[src/mgpwm_defines.svh]
`ifndef MGPWM_DEFINES_SVH
`define MGPWM_DEFINES_SVH

// ****************************************************************
// Sizes
// ****************************************************************
`define MGPWM_ADDR_W 8
`define MGPWM_DATA_W 32
`define MGPWM_CNT_W 16
`define MGPWM_GROUPS 4
`define MGPWM_PER_GROUP 4
`define MGPWM_OUTS 16

// ****************************************************************
// Register offsets
// ****************************************************************
`define MGPWM_CTRL_OFS 8'h00
`define MGPWM_STAT_OFS 8'h04
`define MGPWM_PER_BASE 8'h10
`define MGPWM_CNT_BASE 8'h20
`define MGPWM_DUTY_BASE 8'h40

// ****************************************************************
// Control fields
// ****************************************************************
`define MGPWM_CTRL_EN 0
`define MGPWM_CTRL_EDGE 1
`define MGPWM_CTRL_DBL 2
`define MGPWM_CTRL_ROUTE 3
`define MGPWM_CTRL_PAIR_LSB 4
`define MGPWM_CTRL_W 8

// ****************************************************************
// Reset values
// ****************************************************************
`define MGPWM_CTRL_RST 8'h00
`define MGPWM_PER_RST 16'h0000
`define MGPWM_DUTY_RST 16'h0000

`endif

[src/mgpwm_pkg.sv]
package mgpwm_pkg;
  typedef enum {MGPWM_UP, MGPWM_DOWN} mgpwm_phase_e;
  typedef logic [15:0] mgpwm_cnt_t;
endpackage

[src/mgpwm_top.sv]
`timescale 1ns/1ns
`include "mgpwm_defines.svh"
module mgpwm_top
  import mgpwm_pkg::*;
(
  input wire logic clk,
  input wire logic reset,
  input wire logic [`MGPWM_ADDR_W-1:0] addr,
  input wire logic [`MGPWM_DATA_W-1:0] wdata,
  input wire logic wr,
  input wire logic rd,
  output logic [`MGPWM_DATA_W-1:0] rdata,
  output logic [`MGPWM_OUTS-1:0] ext_addr_pwm,
  output logic ext_addr_pwm_oe,
  output logic [`MGPWM_OUTS-1:0] peripheral_pin_matrix_pwm,
  output logic peripheral_pin_matrix_pwm_oe
);

  // ****************************************************************
  // Address window decode
  // ****************************************************************
  function automatic logic in_win(
    input logic [7:0] a,
    input logic [7:0] base,
    input logic [7:0] words
  );
    logic [7:0] top;
    top = base + 8'(words << 2);
    in_win = (a[1:0] == 2'b00) && (a >= base) && (a < top);
  endfunction

  logic [`MGPWM_CTRL_W-1:0] ctrl_q;
  mgpwm_cnt_t per_sh_q [`MGPWM_GROUPS];
  mgpwm_cnt_t duty_sh_q [`MGPWM_OUTS];
  mgpwm_cnt_t cnt [`MGPWM_GROUPS];
  logic [3:0] grp_pwm [`MGPWM_GROUPS];
  logic [`MGPWM_GROUPS-1:0] down;
  logic [`MGPWM_OUTS-1:0] all_pwm;
  logic [`MGPWM_DATA_W-1:0] rdata_d;
  logic [`MGPWM_DATA_W-1:0] rdata_q;
  logic [`MGPWM_OUTS-1:0] ext_q;
  logic [`MGPWM_OUTS-1:0] ppm_q;
  logic ext_oe_q;
  logic ppm_oe_q;
  logic wr_per;
  logic wr_duty;

  assign wr_per = wr && in_win(addr, `MGPWM_PER_BASE, 8'h04);
  assign wr_duty = wr && in_win(addr, `MGPWM_DUTY_BASE, 8'h10);

  // ****************************************************************
  // Control register
  // ****************************************************************
  always_ff @(posedge clk or posedge reset) begin
    if (reset) begin
      ctrl_q <= `MGPWM_CTRL_RST;
    end else if (wr && (addr == `MGPWM_CTRL_OFS)) begin
      ctrl_q <= wdata[`MGPWM_CTRL_W-1:0];
    end
  end

  // ****************************************************************
  // Shadow period registers
  // ****************************************************************
  generate
    for (genvar g = 0; g < `MGPWM_GROUPS; g++) begin : g_per
      always_ff @(posedge clk or posedge reset) begin
        if (reset) begin
          per_sh_q[g] <= `MGPWM_PER_RST;
        end else if (wr_per && (addr[3:2] == 2'(g))) begin
          per_sh_q[g] <= wdata[15:0];
        end
      end
    end
  endgenerate

  // ****************************************************************
  // Shadow duty registers
  // ****************************************************************
  generate
    for (genvar i = 0; i < `MGPWM_OUTS; i++) begin : g_dsh
      always_ff @(posedge clk or posedge reset) begin
        if (reset) begin
          duty_sh_q[i] <= `MGPWM_DUTY_RST;
        end else if (wr_duty && (addr[5:2] == 4'(i))) begin
          duty_sh_q[i] <= wdata[15:0];
        end
      end
    end
  endgenerate

  // ****************************************************************
  // Four groups of four outputs
  // ****************************************************************
  generate
    for (genvar g = 0; g < `MGPWM_GROUPS; g++) begin : g_grp
      mgpwm_group u_grp (
        .clk(clk),
        .reset(reset),
        .enable(ctrl_q[`MGPWM_CTRL_EN]),
        .edge_mode(ctrl_q[`MGPWM_CTRL_EDGE]),
        .dbl_mode(ctrl_q[`MGPWM_CTRL_DBL]),
        .paired(ctrl_q[`MGPWM_CTRL_PAIR_LSB + g]),
        .period_sh(per_sh_q[g]),
        .duty0_sh(duty_sh_q[4*g]),
        .duty1_sh(duty_sh_q[4*g+1]),
        .duty2_sh(duty_sh_q[4*g+2]),
        .duty3_sh(duty_sh_q[4*g+3]),
        .pwm_q(grp_pwm[g]),
        .cnt_q(cnt[g]),
        .down_q(down[g])
      );
      assign all_pwm[4*g+3:4*g] = grp_pwm[g];
    end
  endgenerate

  // ****************************************************************
  // Output routing
  // ****************************************************************
  always_ff @(posedge clk or posedge reset) begin
    if (reset) begin
      ext_q <= 16'h0000;
      ppm_q <= 16'h0000;
      ext_oe_q <= 1'b0;
      ppm_oe_q <= 1'b0;
    end else begin
      ext_oe_q <= ctrl_q[`MGPWM_CTRL_EN] && !ctrl_q[`MGPWM_CTRL_ROUTE];
      ppm_oe_q <= ctrl_q[`MGPWM_CTRL_EN] && ctrl_q[`MGPWM_CTRL_ROUTE];
      ext_q <= (ctrl_q[`MGPWM_CTRL_EN] && !ctrl_q[`MGPWM_CTRL_ROUTE]) ?
               all_pwm : 16'h0000;
      ppm_q <= (ctrl_q[`MGPWM_CTRL_EN] && ctrl_q[`MGPWM_CTRL_ROUTE]) ?
               all_pwm : 16'h0000;
    end
  end

  assign ext_addr_pwm = ext_q;
  assign ext_addr_pwm_oe = ext_oe_q;
  assign peripheral_pin_matrix_pwm = ppm_q;
  assign peripheral_pin_matrix_pwm_oe = ppm_oe_q;

  // ****************************************************************
  // Read path
  // ****************************************************************
  always_comb begin
    rdata_d = 32'h0000_0000;
    if (addr == `MGPWM_CTRL_OFS) begin
      rdata_d = {24'h00_0000, ctrl_q};
    end else if (addr == `MGPWM_STAT_OFS) begin
      rdata_d = {12'h000, all_pwm, down};
    end else if (in_win(addr, `MGPWM_PER_BASE, 8'h04)) begin
      rdata_d = {16'h0000, per_sh_q[addr[3:2]]};
    end else if (in_win(addr, `MGPWM_CNT_BASE, 8'h04)) begin
      rdata_d = {16'h0000, cnt[addr[3:2]]};
    end else if (in_win(addr, `MGPWM_DUTY_BASE, 8'h10)) begin
      rdata_d = {16'h0000, duty_sh_q[addr[5:2]]};
    end
  end

  always_ff @(posedge clk or posedge reset) begin
    if (reset) begin
      rdata_q <= 32'h0000_0000;
    end else begin
      rdata_q <= rd ? rdata_d : 32'h0000_0000;
    end
  end

  assign rdata = rdata_q;

endmodule

[src/mgpwm_group.sv]
`timescale 1ns/1ns
`include "mgpwm_defines.svh"
module mgpwm_group
  import mgpwm_pkg::*;
(
  input wire logic clk,
  input wire logic reset,
  input wire logic enable,
  input wire logic edge_mode,
  input wire logic dbl_mode,
  input wire logic paired,
  input wire mgpwm_cnt_t period_sh,
  input wire mgpwm_cnt_t duty0_sh,
  input wire mgpwm_cnt_t duty1_sh,
  input wire mgpwm_cnt_t duty2_sh,
  input wire mgpwm_cnt_t duty3_sh,
  output logic [3:0] pwm_q,
  output mgpwm_cnt_t cnt_q,
  output logic down_q
);

  mgpwm_phase_e phase_q;
  mgpwm_cnt_t per_q;
  mgpwm_cnt_t duty_q [4];
  mgpwm_cnt_t sh [4];
  logic start_ev;
  logic mid_ev;
  logic [3:0] ch;

  assign sh[0] = duty0_sh;
  assign sh[1] = duty1_sh;
  assign sh[2] = duty2_sh;
  assign sh[3] = duty3_sh;

  // ****************************************************************
  // Update points
  // ****************************************************************
  always_comb begin
    start_ev = 1'b0;
    mid_ev = 1'b0;
    if (edge_mode) begin
      start_ev = (cnt_q + 16'h0001) >= per_q;
    end else begin
      unique case (phase_q)
        MGPWM_UP: begin
          mid_ev = (cnt_q >= per_q) && (per_q != 16'h0000);
          // Zero period keeps reloading so a new period can start
          start_ev = (per_q == 16'h0000);
        end
        MGPWM_DOWN: start_ev = cnt_q <= 16'h0001;
      endcase
    end
  end

  // ****************************************************************
  // Counter and phase
  // ****************************************************************
  always_ff @(posedge clk or posedge reset) begin
    if (reset) begin
      cnt_q <= 16'h0000;
      phase_q <= MGPWM_UP;
    end else if (!enable) begin
      cnt_q <= 16'h0000;
      phase_q <= MGPWM_UP;
    end else if (edge_mode) begin
      phase_q <= MGPWM_UP;
      cnt_q <= start_ev ? 16'h0000 : cnt_q + 16'h0001;
    end else begin
      unique case (phase_q)
        MGPWM_UP: begin
          if (mid_ev) begin
            phase_q <= MGPWM_DOWN;
            cnt_q <= cnt_q - 16'h0001;
          end else if (per_q != 16'h0000) begin
            cnt_q <= cnt_q + 16'h0001;
          end
        end
        MGPWM_DOWN: begin
          if (start_ev) begin
            phase_q <= MGPWM_UP;
            cnt_q <= 16'h0000;
          end else begin
            cnt_q <= cnt_q - 16'h0001;
          end
        end
      endcase
    end
  end

  // ****************************************************************
  // Active period and duties from shadows
  // ****************************************************************
  always_ff @(posedge clk or posedge reset) begin
    if (reset) begin
      per_q <= `MGPWM_PER_RST;
    end else if (!enable || start_ev) begin
      per_q <= period_sh;
    end
  end

  generate
    for (genvar k = 0; k < 4; k++) begin : g_duty
      always_ff @(posedge clk or posedge reset) begin
        if (reset) begin
          duty_q[k] <= `MGPWM_DUTY_RST;
        end else if (!enable || start_ev) begin
          duty_q[k] <= sh[k];
        end else if (mid_ev && dbl_mode) begin
          duty_q[k] <= sh[k];
        end
      end
      assign ch[k] = enable && (cnt_q < duty_q[k]);
    end
  endgenerate

  // ****************************************************************
  // Output pairing
  // ****************************************************************
  always_ff @(posedge clk or posedge reset) begin
    if (reset) begin
      pwm_q <= 4'h0;
    end else if (!enable) begin
      pwm_q <= 4'h0;
    end else if (paired) begin
      pwm_q <= {~ch[2], ch[2], ~ch[0], ch[0]};
    end else begin
      pwm_q <= ch;
    end
  end

  assign down_q = (phase_q == MGPWM_DOWN);

endmodule

[config.mk]
export PLATFORM = sky130hd
export DESIGN_NAME = mgpwm_top
export DESIGN_NICKNAME = d
export VERILOG_FILES = /design/src/mgpwm_pkg.sv /design/src/mgpwm_top.sv /design/src/mgpwm_group.sv
export VERILOG_INCLUDE_DIRS = /design/src /design/src/src
export SDC_FILE = /design/constraint.sdc
export NUM_CORES = 2
export LEC_CHECK = 0
export BUFFER_PORTS_ARGS = -buffer_cell sky130_fd_sc_hd__buf_2
export CAP_MARGIN = 30
export CORE_MARGIN = 2
export CORE_UTILIZATION = 57
export CTS_CLUSTER_DIAMETER = 40
export CTS_CLUSTER_SIZE = 30
export DETAILED_ROUTE_END_ITERATION = 7
export PLACE_DENSITY = 0.77
export SETUP_SLACK_MARGIN = 0.4
export SLEW_MARGIN = 20
export SYNTH_ARGS = -nofsm -noshare
export SYNTH_HDL_FRONTEND = slang
export SYNTH_SLANG_ARGS = --single-unit
[constraint.sdc]
create_clock -name clk -period 27 [get_ports clk]
set_clock_uncertainty 0.15 [all_clocks]
set_input_delay 4.05 -clock clk [delete_from_list [all_inputs] [get_ports clk]]
set_output_delay 4.05 -clock clk [all_outputs]
set_load 0.02 [all_outputs]
== Word-level counts from Yosys, hierarchy flattened ==
Index checks and enable logic that the tools add are counted.
Storage, ports and cells
  bits in registers: 922
  input bits: 44
  logic and storage cells: 357
Cells by class
  add/subtract/negate cells: 8
  $lt $le $gt $ge: 36
  eq/ne operators: 39
  muxes and demuxes: 121
  bitwise logic cells: 10
  reduce and logical (&&, ||, !) cells: 85
Operators by type and width (count)
  $mux W16: 67
  $mux W32: 17
  $lt A16 B16 Y1: 16
  $pmux W32 S2: 4
  $eq A32 B1 Y1 const B: 4
  $eq A32 B2 Y1 const B: 4
  $ge A16 B16 Y1: 8
  $logic_not A32 Y1: 4
  $pmux W16 S2: 4
  $add A16 B1 Y16 const B: 4
  $bmux W16 S2: 2
  $bmux W16 S4: 1
  $le A16 B1 Y1 const B: 4
  $logic_not A16 Y1: 4
  $reduce_bool A16 Y1: 4
  $sub A16 B1 Y16 const B: 4
  $logic_and A1 B1 Y1: 55
  $mux W20: 2
  $eq A4 B4 Y1 const B: 8
  $mux W4: 8
  $ne A4 B3 Y1 const B: 8
  $ne A5 B3 Y1 const B: 4
  $eq A4 B3 Y1 const B: 4
  $lt A8 B6 Y1 const B: 2
  23 further kinds: 57

== Longest topological paths before layout ==
  depth in word-level cells: 10
  gate-level depth with buffers: 21
  mapped depth without buffers: 16

== By module ==
From an unflattened synthesis, not the netlist that was laid out.
Second synthesis, totals
  cells, all modules: 4064
  area total of the unflattened synthesis: 46502.1 um2
Modules (own cells, without submodules)
  mgpwm_top: times used 1, cells each 1187, area an instance 17754.5 um2, seq. area each 9559.2 um2
  mgpwm_group (g_grp[2].u_grp ...): times used 2, cells each 710, area an instance 7051.8 um2, seq. area each 2527.4 um2
  mgpwm_group (g_grp[1].u_grp): times used 1, cells each 736, area an instance 7480.9 um2, seq. area each 2527.4 um2
  mgpwm_group (g_grp[0].u_grp): times used 1, cells each 721, area an instance 7163.1 um2, seq. area each 2527.4 um2

== Worst setup path after synthesis ==
OpenSTA, ideal clock, no wires.
  kind: input port to flip-flop
  from: input addr[2]
  to: register per_sh_q[0] (netlist name)
  arrival time: 6.047 ns
  required time: 26.725 ns
  setup slack: 20.678 ns
  cell stages on the path: 8
  path buffers: 5
  cell sequence: buf_2 -> buf_2 -> buf_2 -> buf_2 -> nand2_1 -> nor2_1 -> buf_2 -> mux2_2
Between the ends
  longest elaborated chain between the ends: 5
  elaborated cells on any way between the ends: 7
  classes of those cells: order compare: 2; eq/ne: 1; reduce/logical: 4
Ends and longest elaborated chain
  start, declared: RTL line mgpwm_top.sv:8  | input wire logic [`MGPWM_ADDR_W-1:0] addr,
  $ge A8 B5 Y1: RTL line mgpwm_top.sv:29  | in_win = (a[1:0] == 2'b00) && (a >= base) && (a < top);
  $logic_and A1 B1 Y1 (2 in series): RTL line mgpwm_top.sv:29
  $logic_and A1 B1 Y1: RTL line mgpwm_top.sv:48  | assign wr_per = wr && in_win(addr, `MGPWM_PER_BASE, 8'h04);
  $logic_and A1 B1 Y1 (*): RTL line mgpwm_top.sv:70  | end else if (wr_per && (addr[3:2] == 2'(g))) begin
  end signal, assigned by index: RTL line mgpwm_top.sv:69  | per_sh_q[g] <= `MGPWM_PER_RST;
  end signal, assigned by index: RTL line mgpwm_top.sv:71  | per_sh_q[g] <= wdata[15:0];
  end, declared: RTL line mgpwm_top.sv:33  | mgpwm_cnt_t per_sh_q [`MGPWM_GROUPS];
Every way passes the cells marked *; elsewhere a longest branch is shown, timed or not.
A chain may end at the register's enable or synchronous reset.

== Worst setup path in the final report ==
  from: input addr[2]
  to: register rdata_q[4] (netlist: rdata[4])
Between the ends
  longest elaborated chain between the ends: 10
  elaborated cells on any way between the ends: 31
  classes of those cells: order compare: 6; eq/ne: 1; mux: 15; bitwise: 2; reduce/logical: 7
Ends and longest elaborated chain
  $not A4 Y5 (not written as such): RTL line mgpwm_top.sv:155  | rdata_d = {16'h0000, duty_sh_q[addr[5:2]]};
  $bmux W16 S4: RTL line mgpwm_top.sv:155
  $mux W16 (not written as such) (2 in series): RTL line mgpwm_top.sv:155
  $mux W16: RTL line mgpwm_top.sv:154  | end else if (in_win(addr, `MGPWM_DUTY_BASE, 8'h10)) begin
  $mux W16: RTL line mgpwm_top.sv:152  | end else if (in_win(addr, `MGPWM_CNT_BASE, 8'h04)) begin
  $mux W16: RTL line mgpwm_top.sv:150  | end else if (in_win(addr, `MGPWM_PER_BASE, 8'h04)) begin
  $mux W20: RTL line mgpwm_top.sv:148  | end else if (addr == `MGPWM_STAT_OFS) begin
  $mux W20 (*): RTL line mgpwm_top.sv:146  | if (addr == `MGPWM_CTRL_OFS) begin
  $mux W32 (*): RTL line mgpwm_top.sv:163  | rdata_q <= rd ? rdata_d : 32'h0000_0000;
  end signal, assigned: RTL line mgpwm_top.sv:163
  end, declared: RTL line mgpwm_top.sv:40  | logic [`MGPWM_DATA_W-1:0] rdata_q;
Every way passes the cells marked *; elsewhere a longest branch is shown, timed or not. The select of a mux whose other input is x is not followed.

==> run metrics <==
status=finished with violations; failing checks=design-rule violations; kind of critical path=in -> reg; max cap viols=0; Worst-Margin Slew=1.12 ns; Synth async-reset ratio=100%; synthesized area per cell=11.0 um^2; endpoint class of the critical path=flip-flop; Setup Viol. Count Final=0; Fin Setup TNS=0 ns; layout overhead on the synthesized area=12.2%; post-cts resize count=0; Tcrit/Tclk final=27.4%; Place WS=18.94 ns; CTS tree=yes; RSZ-0062 raised after global routing=false; clk_lat worst skew=0.70 ns; fin nets=4508; I/O Pins=110; DP Wirelength=92700 um; grt ovf=0; leak pwr=24.3 nW; Setup WS post-layout=19.59 ns; drt first-iter violations=4139; htree depth=3; Post-synth EDFFs=0; max frequency=135 MHz; Unique masters post-synth=84; Vias/cell=6.57; Flop pwr share=36.3%; VDD IR max=0.0620 mV; Psw=1.15 mW; critical path fanouts, max=49; CTS Root Buffer Type=clkbuf_16; Chip Height=284 um; Pwr Density=72.2 mW/mm^2; register area=0.0197 mm^2; Layout fillers=5834; CTS sink cnt=786; fin util=64.8%; CP Launch Type=primary input; worst endpoint data arrival time=7.65 ns; drt wl/cell=26.6 um; Die X=284 um; commonest non-fill, non-tap cell in the layout=dfrtp_1; GPL Wtd Cong=0.982; FF+latch count, synth=786; Gate power share=19.2%; clock network fraction of design power=44.5%; num rows=102; final hold vios=0; Crit path required time=27.24 ns; hold_buf cts=0; PortBufs=81; Yosys warnings=0; largest net degree at the start of global routing=187; antenna violations before repair=31; vias in the first global route=33890; core footprint=0.0776 mm^2; vias after detailed routing=34431; Worst-path clk slew=0.06 ns; minimum clock period=7.41 ns; CTS max path bufs=3; Rel. slew slack=24.8%; Multi-input gate area=0.0228 mm^2; P_int=2.48 mW; fin. max-slew vios=0; drc violations=8; First-pass DRT Iterations=8; most frequent cells in the layout=784 x dfrtp_1, 450 x mux2_2, 380 x ha_1; sequential share of the synthesized area=43.9%; ANT nets after route=0; Num CTS Buffers=116; top_reg_cell synth=dfrtp_1; fraction of layout cells with a size suffix above 1=22.8%; Syn Inst Count=4056; first-pass GRT wire length=209000 um; Post-CTS Setup Repair Bufs=0; switch share=31.6%; initial core utilization=57.8%; die area=0.0809 mm^2; worst hold path class=reg -> reg; GRT Util Overall=34.3%; Cell Area, Synth=0.0448 mm^2; final WL=139000 um
==> routing by layer <==
metal  GRT usage [%]  up-vias  wire [um]
met3            10.7      548      16600
met4            20.1       34       9300
li1                -    14718          -
met5               0        -        219
met1            43.6    17126      51900
met2            51.8     2005      61300
==> registers in the layout, summed over array words and instances, names as in the netlist <==
signal / flops
duty_sh_q: 256
g_grp.u_grp.duty_q: 256
g_grp.u_grp.cnt_q: 64
g_grp.u_grp.per_q: 64
per_sh_q: 64
rdata: 20
ext_addr_pwm: 16
g_grp.u_grp.pwm_q: 16
peripheral_pin_matrix_pwm: 16
ctrl_q: 8
g_grp.u_grp.phase_q: 4
ext_addr_pwm_oe: 1
peripheral_pin_matrix_pwm_oe: 1
==> final timing paths <==
check	to	cells after the start	slack [ns]	start
worst max-delay path	rdata[4]	7	19.59	addr[2]
worst min-delay path	g_grp[1].u_grp.duty_q[0]	1	0.34	g_grp[1].u_grp.duty_q[0]
worst max register to register	g_grp[0].u_grp.duty_q[31]	14	21.25	g_grp[0].u_grp.cnt_q[2]
worst min register to register	g_grp[1].u_grp.duty_q[0]	1	0.34	g_grp[1].u_grp.duty_q[0]
max in group asynchronous	g_grp[3].u_grp.duty_q[26]	5	20.88	reset
min in group asynchronous	g_grp[2].u_grp.duty_q[10]	2	3.34	reset
==> synth_stat cells (24+ instances only) <==
| cell type | n | share of area (%) |
|---|---|---|
| buf_2 | 46 | 0.51 |
| nor2b_1 | 24 | 0.34 |
| a31oi_1 | 36 | 0.50 |
| a21oi_1 | 135 | 1.5 |
| mux4_2 | 112 | 5.6 |
| nor3_1 | 66 | 0.74 |
| xnor2_1 | 54 | 1.1 |
| mux2_1 | 77 | 1.9 |
| ha_1 | 380 | 11 |
| a211oi_1 | 26 | 0.44 |
| mux2_2 | 450 | 11 |
| nand2_1 | 261 | 2.2 |
| nor2_1 | 157 | 1.3 |
| dfrtp_1 | 786 | 44 |
| a21o_1 | 67 | 1.1 |
| nand4_1 | 60 | 0.84 |
| nand3_1 | 53 | 0.59 |
| o21ai_0 | 279 | 3.1 |
| and3_1 | 40 | 0.56 |
| nor4_1 | 36 | 0.50 |
| inv_1 | 361 | 3.0 |
| and2_1 | 30 | 0.42 |
| clkbuf_1 | 158 | 1.3 |
==> kinds of logic (layout without fill, tap and decap cells) <==
family                   Yosys count  count (layout)  synth area share [%]
AND/OR/NAND/NOR                  796             796                  8.61
flip-flops                       786             786                  43.9
AO/OA/AOI/OAI                    773             773                  11.0
multiplexers                     642             642                  18.9
buffers and inverters            601             719                  5.47
adder cells (fa/ha/maj)          380             380                  10.6
XOR/XNOR                          77              77                  1.50
other                              1              24               0.00837
==> critical path, stage by stage <==
cell and delay [ns]:
buf_6 0.50, buf_4 0.80, buf_4 0.56, mux4_2 0.71, mux4_2 0.49, nand2_1 0.08
a41oi_1 0.37
==> power groups by stage <==
stage               Sequential, mW  Clock (mW)  Combinational [mW]
floorplan                     1.29           0               0.509
global placement              1.33           0               0.651
detailed placement            1.33           0               0.667
CTS                           1.31        1.62               0.678
global route                  1.32        1.68               0.760
finish                        1.32        1.62               0.695
==> area by class of cell <==
class | instances | share of cell area, %
Multi-Input combinational cell | 2680 | 45.3
Clock inverter | 87 | 2.22
Clock buffer | 132 | 6.16
Timing Repair Buffer | 139 | 1.87
Tap cell | 1040 | 2.59
Sequential cell | 786 | 39.1
Inverter | 361 | 2.71
Antenna cell | 12 | 0.0597
==> stage by stage <==
step | power, mW | instance area (um^2) | cells | hold slack [ns]
after global placement | 1.98 | 46000 | 5002 | 0.315
final | 3.63 | 50300 | 5237 | 0.338
after detailed placement | 2.00 | 46000 | 5004 | 0.322
after CTS | 3.61 | 50200 | 5223 | 0.342
after global routing | 3.76 | 50300 | 5227 | 0.347
after floorplan | 1.80 | 44900 | 4067 | 0.302
Power figures use the tool's default switching activity.
